$ cat src/fcv_pkg.sv
// constants and type codes for the object type converter
// assumes a single core clock; no other package is needed
`default_nettype none

package fcv_pkg;

  // ****************************************************************
  // object type codes
  // ****************************************************************
  typedef enum logic [3:0] {
    FCV_BOOL   = 4'h0,
    FCV_INT8   = 4'h1,
    FCV_INT16  = 4'h2,
    FCV_INT32  = 4'h3,
    FCV_UNS8   = 4'h4,
    FCV_UNS16  = 4'h5,
    FCV_UNS32  = 4'h6,
    FCV_FLOAT  = 4'h7,
    FCV_OCTET  = 4'h8,
    FCV_BITSTR = 4'h9
  } fcv_type_e;

  // ****************************************************************
  // widths and field positions
  // ****************************************************************
  localparam int unsigned FCV_REG_W      = 32;
  localparam int unsigned FCV_BYTE_W     = 8;
  localparam int unsigned FCV_MAX_BYTES  = 4;
  localparam int unsigned FCV_LSB_POS    = 0;
  localparam int unsigned FCV_MSB_POS    = 31;
  localparam logic [7:0]  FCV_BOOL_FALSE = 8'h00;
  localparam logic [7:0]  FCV_BOOL_TRUE  = 8'hff;

  // native float: mantissa [31:8], sign [7], excess-64 exponent [6:0]
  localparam int unsigned FCV_NAT_SIGN   = 7;
  localparam int unsigned FCV_NAT_EXP_W  = 7;
  // ieee single: sign [31], exponent [30:23], fraction [22:0]
  localparam int unsigned FCV_IEEE_FRAC_W = 23;
  localparam int unsigned FCV_IEEE_EXP_W  = 8;
  // ieee exponent equals native exponent plus this offset
  localparam logic [8:0]  FCV_EXP_OFFSET = 9'h03e;
  localparam logic [8:0]  FCV_NAT_EXP_MAX = 9'h07f;

  // ****************************************************************
  // reset values
  // ****************************************************************
  localparam logic [31:0] FCV_RST_WORD   = 32'h0000_0000;

endpackage

`default_nettype wire

$ cat src/fcv_float_if.sv
// carries float words between the converter core and its float unit
// assumes both ends sit in the same clock domain
`default_nettype none

interface fcv_float_if;
  logic [31:0] native_in;
  logic [31:0] ieee_in;
  logic [31:0] to_ieee;
  logic [31:0] to_native;

  modport conv (input native_in, input ieee_in,
                output to_ieee, output to_native);
  modport user (output native_in, output ieee_in,
                input to_ieee, input to_native);
endinterface

`default_nettype wire

$ cat src/fcv_float_conv.sv
// combinational translation between native and ieee float layouts
// assumes normalised native mantissas (top bit set) or an all-zero word
`default_nettype none

module fcv_float_conv
(
  fcv_float_if.conv fl
);

  logic [8:0] nat_exp;
  logic [8:0] ieee_exp;
  logic [8:0] back_exp;

  assign nat_exp  = {2'b00, fl.native_in[fcv_pkg::FCV_NAT_EXP_W-1:0]};
  assign ieee_exp = {1'b0, fl.ieee_in[30:23]};
  assign back_exp = ieee_exp - fcv_pkg::FCV_EXP_OFFSET;

  // ****************************************************************
  // native to ieee
  // ****************************************************************
  // a zero mantissa means zero whatever the exponent field holds
  always_comb
  begin
    if (fl.native_in[31] == 1'b0)
      fl.to_ieee = fcv_pkg::FCV_RST_WORD;
    else
      fl.to_ieee = {fl.native_in[fcv_pkg::FCV_NAT_SIGN],
                    8'(nat_exp + fcv_pkg::FCV_EXP_OFFSET),
                    fl.native_in[30:8]};
  end

  // ****************************************************************
  // ieee to native
  // ****************************************************************
  // narrower native range: underflow flushes to zero, overflow saturates
  always_comb
  begin
    if (ieee_exp < fcv_pkg::FCV_EXP_OFFSET)
      fl.to_native = fcv_pkg::FCV_RST_WORD;
    else if (back_exp > fcv_pkg::FCV_NAT_EXP_MAX)
      fl.to_native = {24'hff_ffff, fl.ieee_in[31], 7'h7f};
    else
      fl.to_native = {1'b1, fl.ieee_in[22:0], fl.ieee_in[31],
                      back_exp[6:0]};
  end

endmodule

`default_nettype wire

$ cat src/fcv_converter.sv
// fieldbus object type converter: media/register to telegram and back
// assumes requests come from logic on i_core_clk; answer one cycle later
`default_nettype none

// What this block does
// - sent boolean becomes byte 00 for false, ff for true.
// - received boolean uses only the byte's least significant bit.
// - sent 8/16-bit integers carry only the register's low bits.
// - received signed 8/16-bit values are sign extended to 32 bits.
// - received unsigned 8/16-bit values are zero extended to 32 bits.
// - unsigned 32-bit values get bit 31 forced low both ways.
// - sent float is translated from native layout to ieee single.
// - received ieee float is translated to native layout.
// - strings move whole bytes, at least one, one element per bit.
// - sent octet string: lowest element address goes to byte msb.
// - received octet string: byte msb goes to lowest element address.
// - sent bit string: lowest element address goes to byte lsb.
// - received bit string: byte msb goes to highest element address.

module fcv_converter
#(
  parameter int unsigned MAX_BYTES = fcv_pkg::FCV_MAX_BYTES,
  localparam int unsigned BITS     = MAX_BYTES * fcv_pkg::FCV_BYTE_W,
  localparam int unsigned NB_W     = $clog2(MAX_BYTES + 1)
)
(
  input  wire logic              i_core_clk,
  input  wire logic              i_nrst,
  input  wire logic              i_req_valid,
  input  wire logic              i_dir_send,
  input  wire logic [3:0]        i_type,
  input  wire logic [NB_W-1:0]   i_nbytes,
  input  wire logic [31:0]       i_reg_val,
  input  wire logic [BITS-1:0]   i_media,
  input  wire logic [BITS-1:0]   i_tel,
  output logic                   o_valid,
  output logic                   o_err,
  output logic [BITS-1:0]        o_tel,
  output logic [31:0]            o_reg_val,
  output logic                   o_reg_we,
  output logic [BITS-1:0]        o_media,
  output logic [BITS-1:0]        o_media_we
);

  // refused at elaboration: integers and floats need four bytes
  if (MAX_BYTES < 4)
  begin : g_bad_width
    $error("MAX_BYTES must hold a 32-bit value");
  end

  fcv_float_if fl ();

  fcv_float_conv u_float
  (
    .fl (fl.conv)
  );

  assign fl.native_in = i_reg_val;
  assign fl.ieee_in   = i_tel[31:0];

  logic [BITS-1:0] next_tel;
  logic [31:0]     next_reg;
  logic            next_reg_we;
  logic [BITS-1:0] next_media;
  logic [BITS-1:0] next_media_we;
  logic            next_err;
  logic            len_bad;

  assign len_bad  = (i_nbytes == '0) || (i_nbytes > NB_W'(MAX_BYTES));

  // ****************************************************************
  // conversion
  // ****************************************************************
  always_comb
  begin
    next_tel      = '0;
    next_reg      = fcv_pkg::FCV_RST_WORD;
    next_reg_we   = 1'b0;
    next_media    = '0;
    next_media_we = '0;
    next_err      = 1'b0;
    case (i_type)
      fcv_pkg::FCV_BOOL:
      begin
        if (i_dir_send)
          next_tel[7:0] = i_media[0] ? fcv_pkg::FCV_BOOL_TRUE
                                     : fcv_pkg::FCV_BOOL_FALSE;
        else
        begin
          next_media[0]    = i_tel[fcv_pkg::FCV_LSB_POS];
          next_media_we[0] = 1'b1;
        end
      end
      fcv_pkg::FCV_INT8, fcv_pkg::FCV_UNS8:
      begin
        if (i_dir_send)
          next_tel[7:0] = i_reg_val[7:0];
        else if (i_type == 4'(fcv_pkg::FCV_INT8))
          next_reg = {{24{i_tel[7]}}, i_tel[7:0]};
        else
          next_reg = {24'h00_0000, i_tel[7:0]};
        next_reg_we = !i_dir_send;
      end
      fcv_pkg::FCV_INT16, fcv_pkg::FCV_UNS16:
      begin
        if (i_dir_send)
          next_tel[15:0] = i_reg_val[15:0];
        else if (i_type == 4'(fcv_pkg::FCV_INT16))
          next_reg = {{16{i_tel[15]}}, i_tel[15:0]};
        else
          next_reg = {16'h0000, i_tel[15:0]};
        next_reg_we = !i_dir_send;
      end
      fcv_pkg::FCV_INT32:
      begin
        if (i_dir_send)
          next_tel[31:0] = i_reg_val;
        else
          next_reg = i_tel[31:0];
        next_reg_we = !i_dir_send;
      end
      fcv_pkg::FCV_UNS32:
      begin
        if (i_dir_send)
          next_tel[31:0] = {1'b0, i_reg_val[30:0]};
        else
          next_reg = {1'b0, i_tel[30:0]};
        next_reg_we = !i_dir_send;
      end
      fcv_pkg::FCV_FLOAT:
      begin
        if (i_dir_send)
          next_tel[31:0] = fl.to_ieee;
        else
          next_reg = fl.to_native;
        next_reg_we = !i_dir_send;
      end
      fcv_pkg::FCV_OCTET, fcv_pkg::FCV_BITSTR:
      begin
        next_err = len_bad;
        // whole bytes, byte k holds elements 8k..8k+7
        for (int k = 0; k < MAX_BYTES; k++)
        begin
          if (!len_bad && (k < int'(i_nbytes)))
          begin
            for (int j = 0; j < 8; j++)
            begin
              if (i_type == 4'(fcv_pkg::FCV_OCTET))
              begin
                next_tel[8*k+7-j] = i_media[8*k+j];
                next_media[8*k+j] = i_tel[8*k+7-j];
              end
              else
              begin
                next_tel[8*k+j]   = i_media[8*k+j];
                next_media[8*k+j] = i_tel[8*k+j];
              end
              next_media_we[8*k+j] = !i_dir_send;
            end
          end
        end
        if (!i_dir_send)
          next_tel = '0;
        else
          next_media = '0;
      end
      default:
        next_err = 1'b1;
    endcase
  end

  // ****************************************************************
  // answer registers
  // ****************************************************************
  always_ff @(posedge i_core_clk or negedge i_nrst)
  begin
    if (!i_nrst)
      o_valid <= 1'b0;
    else
      o_valid <= i_req_valid;
  end

  // outputs here other than the write strobes only move on a request so the last answer stays readable
  always_ff @(posedge i_core_clk or negedge i_nrst)
  begin
    if (!i_nrst)
    begin
      o_err      <= 1'b0;
      o_tel      <= '0;
      o_reg_val  <= fcv_pkg::FCV_RST_WORD;
      o_reg_we   <= 1'b0;
      o_media    <= '0;
      o_media_we <= '0;
    end
    else if (i_req_valid)
    begin
      o_err      <= next_err;
      o_tel      <= next_err ? '0 : next_tel;
      o_reg_val  <= next_reg;
      o_reg_we   <= next_reg_we && !next_err;
      o_media    <= next_media;
      o_media_we <= next_err ? '0 : next_media_we;
    end
    else
    begin
      o_reg_we   <= 1'b0;
      o_media_we <= '0;
    end
  end
endmodule

`default_nettype wire

$ cat config.mk
export PLATFORM = sky130hd
export DESIGN_NAME = fcv_converter
export DESIGN_NICKNAME = d
export VERILOG_FILES = /design/src/fcv_pkg.sv /design/src/fcv_float_if.sv /design/src/fcv_float_conv.sv /design/src/fcv_converter.sv
export SDC_FILE = /design/constraint.sdc
export NUM_CORES = 1
export LEC_CHECK = 0
export ABC_AREA = 1
export CAP_MARGIN = 10
export CORE_ASPECT_RATIO = 2
export CORE_MARGIN = 2
export CORE_UTILIZATION = 30
export DETAILED_ROUTE_END_ITERATION = 8
export DONT_BUFFER_PORTS = 1
export GPL_TIMING_DRIVEN = 0
export MAX_ROUTING_LAYER = met4
export SYNTH_ARGS = -nofsm -noshare
export SYNTH_HDL_FRONTEND = slang
export SYNTH_SLANG_ARGS = --single-unit
$ cat constraint.sdc
create_clock -name i_core_clk -period 1.3 [get_ports i_core_clk]
set_input_delay 0.065 -clock i_core_clk [delete_from_list [all_inputs] [get_ports i_core_clk]]
set_output_delay 0.065 -clock i_core_clk [all_outputs]
set_load 0.02 [all_outputs]
# After elaboration in Yosys (flattened, before gate mapping)
# Index checks and enable logic that the tools add are counted.
# word_totals
reg_bits,131
output_inout_bits,131
# classes
addsub,2
magnitude_cmp,7
n_eq_ne,9
mux,111
reduce_logical,16
# op_table
cell,n
two-way mux 32 bit,15
case mux 32 bit (5 select lines),1
two-way mux 31 bit,5
two-way mux 8 bit,15
two-way mux 1 bit,68
case mux 16 bit (4 select lines),1
case mux 8 bit (7 select lines),1
case mux 8 bit (5 select lines),1
"== test 4 x 3 -> 1 bit, second input constant",4
two-way mux 16 bit,1
"greater-than comparator 9 x 7 -> 1 bit, second input constant",1
"subtractor 8 x 6 -> 9 bit, second input constant",1
"adder 7 x 6 -> 8 bit, second input constant",1
"== test 4 x 2 -> 1 bit, second input constant",2
"== test 4 bit, second input constant",2
"< comparator 8 x 6 -> 1 bit, second input constant",1
OR reduction 8 bit,1
OR reduction 7 bit,1
"< comparator 1 x 3 -> 1 bit, first input constant",2
"< comparator 2 x 3 -> 1 bit, first input constant",2
case mux 1 bit (2 select lines),3
OR reduction 2 bit,3
logical AND 1 bit,5
"== test 4 x 1 -> 1 bit, second input constant",1
5 further kinds,7

# Longest topological paths before layout
# logic_depth
depth_word,8
ltp_mapped,15
mapped_depth_nobuf,14

# Hierarchy
# From an unflattened synthesis, not the netlist that was laid out.
# unflattened
hier_cells,1114
hier_area_um2,7241.9
# modules_own_cells
module,instances,cells_each,area_each_um2
fcv_converter,1,877,6137.1
fcv_float_conv,1,237,1104.8

# Least setup slack after synthesis
# OpenSTA, ideal clock, no wires.
# synth_path
path_type,input to register
from,in i_tel[24]
to,reg o_reg_val[16]
setup_ns,0.117
arrival_time_ns,1.204
path_slack_ns,-0.021
path_stages,14
cell_sequence,ha_1 -> nand4_1 -> nand2_1 -> nand2_1 -> nand2_1 -> inv_2 -> nand2_1 -> nand2_2 -> buf_6 -> nand2_1 -> nand2_1 -> nand2_1 -> nand2_1 -> nand2_1
# synth_via
elab_chain_len,6
elab_cells_between_ends,7
classes_between,1 x add/sub; 2 x order compare; 4 x mux
# synth_lines
item,line,text
start: declaration,fcv_converter.sv:35,"input wire logic [BITS-1:0] i_tel,"
subtractor 8 x 6 -> 9 bit,fcv_float_conv.sv:16,assign back_exp = ieee_exp - fcv_pkg::FCV_EXP_OFFSET;
greater-than comparator 9 x 7 -> 1 bit,fcv_float_conv.sv:40,else if (back_exp > fcv_pkg::FCV_NAT_EXP_MAX)
two-way mux 31 bit,fcv_float_conv.sv:40,
two-way mux 32 bit (*),fcv_float_conv.sv:38,if (ieee_exp < fcv_pkg::FCV_EXP_OFFSET)
two-way mux 32 bit (*),fcv_converter.sv:132,if (i_dir_send)
case mux 32 bit (5 select lines) (*),fcv_converter.sv:82,case (i_type)
end signal: assignment,fcv_converter.sv:190,o_reg_val <= fcv_pkg::FCV_RST_WORD;
end signal: assignment,fcv_converter.sv:199,o_reg_val <= next_reg;
end: declaration,fcv_converter.sv:39,"output logic [31:0] o_reg_val,"
# Mark *: on every way between the ends. The rest lies on a longest branch, timed or not.
# A chain may end at the register's enable or synchronous reset.

# Worst setup path in the final report
# layout_path
from,in i_tel[26]
to,reg o_reg_val[17]
# Same word-level chain as after synthesis.

==> results.cfg <==
[run_status]
outcome = complete, but fails checks
violations = negative hold slack

[worst_setup_path]
critPathMaxStageDelay_ns = 0.33
slowest_stage = xor2_1
path_delay_family = simple AND/OR/NAND/NOR gates
crit_buf_inv = 3
critical_path.cell_chain = clkbuf_4, nand3_1, xor2_1, inv_1, nand2_1, nand2_1, nand2_4, buf_6, nand2_1, nand2_2, nand2_1, nand2_1, nand2_1
arrival_ns = 1.49
crit_top_cell = nand2_1
r2r_slack_ns = 0.47
worstSetupPathType = in -> reg
cp.required_ns = 1.56
cp_max_fo = 9
endpoint_kind = register
cp-start-kind = primary input

[finish]
multi_input_area_mm2 = 0.003289
nets = 1185
final_util = 0.3680
num-fill-cells = 2391
seqCellArea_mm2 = 0.002604
final_cells = 1356
layout-drive-gt1-share = 0.1194
insertedDiodeCount = 0
final_common_cell = nand2_1
area_growth_pct = 21.72
mostFrequentLayoutCells = 433 x nand2_1, 103 x dfrtp_1, 80 x nand3_1, 79 x inv_1, 65 x dlygate4sd3_1
fin_area_mm2 = 0.008084

[clock_network]
cts_tree = yes
clk_pin_slew_ns = 0.07
cts_hold_buf = 65
cts_sinks = 104
cts_max_level = 3
clock_path_buffers = 2
cts_made_buffers = 9
root_buffer = clkbuf_16
worst_skew_pair.late_latency_ns = 0.38

[drt]
wire_per_inst_um = 20.64
drc_errors = 0
vias = 6960
via_per_inst = 5.133
ant_nets = 0
first_pass_iters = 5
postRouteWirelength_um = 27980
dr.first_iter.drc_count = 459

[logic_synthesis]
syn_area_mm2 = 0.006641
ys_ff_latch = 104
synth_edf_count = 0
ys_types = 37
syn_area_per_cell_um2 = 6.688
async_reset_ff_frac = 1.000
synth-warning-count = 0
seq_area_frac_synth = 0.3919
syn-instance-count = 993
syn_nets = 1103
synth_ff_type = dfrtp_1

[sta]
relSlewSlack = 0.5902
slew_violations = 0
fin_skew_ns = 0
max_freq_mhz = 810.8
hold_viol_final = 104
min_period_ns = 1.233
rsz0062_at_grt = true
setup-violations-final = 0
fin_hold_ws_ns = -0.6215
setup_tns_ns = 0
finalCritPeriodShare = 0.9487
tightestPinTransition_ns = 0.6147

[grt]
grt_pass1_vias = 6850
busiest_layer = met2
use_met3 = 0.05441
grtUsageTotal = 0.2465
grt_pass1_wl_um = 40780
met1_usage = 0.2260
grt_start_max_net_pins = 105
grt-ovfl-total = 0
antenna_found_initial = 0
grt_util_met2 = 0.4528

[die]
die_h_um = 214.4
row_count = 77
io_pins = 238
core_area_mm2 = 0.02197
start_util = 0.3023
die-area_mm2 = 0.02342
die_w_um = 109.2

[placement]
portBuffers = 0
post_dp_cell_area_mm2 = 0.006992
dp_hpwl_um = 21720
gp_congestion = 0.8895
dp.cells = 1269

[power]
leakage_nw = 4.324
power_density_mw_per_mm2 = 973.6
vdd_ir_drop_max_uv = 607.1

[job]
max_cap_violations = 0

[hold_path]
min_path_type = in -> async
registers in the layout (all words and copies together), names as in the netlist:
register,flops
o_tel,32
o_reg_we,1
o_valid,1
o_reg_val,32
o_media,32
o_err,1
o_media_we,5
routing by layer:
metal,vias up,share of wire
met5,-,0
met4,0,0.056
met3,76,0.071
met2,318,0.55
met1,3272,0.32
li1,3294,-
per-stage QoR:
| step | total power, mW | worst slack [ns] |
|---|---|---|
| floorplan | 4.329 | 0.002745 |
| global placement | 4.638 | -0.8366 |
| detailed placement | 4.647 | -0.8435 |
| CTS | 7.885 | -0.03447 |
| global route | 8.148 | -0.02848 |
| finish | 7.870 | 0.06665 |
synthesized netlist by cell type (3+ instances only):
cell,number,share of area
nand2_1,439,0.25
dfrtp_1,104,0.39
nand3_1,82,0.062
inv_1,79,0.045
o21ai_1,53,0.040
buf_4,33,0.037
nor2_1,29,0.016
clkbuf_1,24,0.014
o21ai_0,20,0.015
a31oi_1,17,0.016
a21oi_1,15,0.011
buf_2,13,0.0098
inv_2,13,0.0073
o211ai_1,13,0.015
buf_1,9,0.0051
o31ai_2,8,0.015
nor2_2,5,0.0047
o221ai_1,4,0.0053
ha_1,3,0.0057
nand4_1,3,0.0028
or2_1,3,0.0028
xor2_1,3,0.0040
final timing paths:
| path | from | end | cells past startpoint |
|---|---|---|---|
| worst min-delay path | i_nrst | o_tel[26]$_DFFE_PN0P_ | 0 |
| min in group i_core_clk | i_reg_val[15] | o_tel[15]$_DFFE_PN0P_ | 4 |
| worst min register to register | o_tel[12]$_DFFE_PN0P_ | o_tel[12]$_DFFE_PN0P_ | 2 |
| worst max register to register | o_media[23]$_DFFE_PN0P_ | o_media[23]$_DFFE_PN0P_ | 2 |
| max in group asynchronous | i_nrst | o_media[19]$_DFFE_PN0P_ | 0 |
| worst max-delay path | i_tel[26] | o_reg_val[17]$_DFFE_PN0P_ | 13 |
report_power, final:
group	total [mW]	switching, mW	internal [mW]	leakage, nW
clock network	3.04	1.33	1.71	0.155
registers	3.64	0.281	3.36	1.42
logic	1.19	0.755	0.437	2.74
total	7.87	2.37	5.50	4.32
cells by family (layout without fill, tap and decap cells):
group / after synthesis / in the layout / synth area share
AND/OR/NAND/NOR: 571 / 571 / 0.3493
adder cells (fa/ha/maj): 3 / 3 / 0.005652
buffers and inverters: 173 / 260 / 0.1211
AO/OA/AOI/OAI: 138 / 138 / 0.1268
XOR/XNOR: 4 / 4 / 0.005276
flip-flops: 104 / 104 / 0.3919
worst reg2reg max path: stages (launching register included):
cell and delay [ns]:
dfrtp_1 0.49, nand2_1 0.13, o31ai_2 0.08
final cells by class:
type,instances,share of cell area
Multi-Input combinational cell,716,0.4069
Sequential cell,104,0.3221
Timing Repair Buffer,71,0.08621
Buffer,81,0.05990
Inverter,92,0.04272
Tap cell,276,0.04272
Clock buffer,11,0.02879
Clock inverter,5,0.01068
timing repair:
| action | in CTS | in global routing |
|---|---|---|
| pin swaps | 1 | 2 |
| setup buffers | 1 | 4 |
| hold endpoints to repair | 180 | 104 |
| gates resized for setup | 9 | 27 |
| endpoints found under the setup margin | 100 | 84 |
| gates cloned | 0 | 1 |
Power figures use the tool's default switching activity.
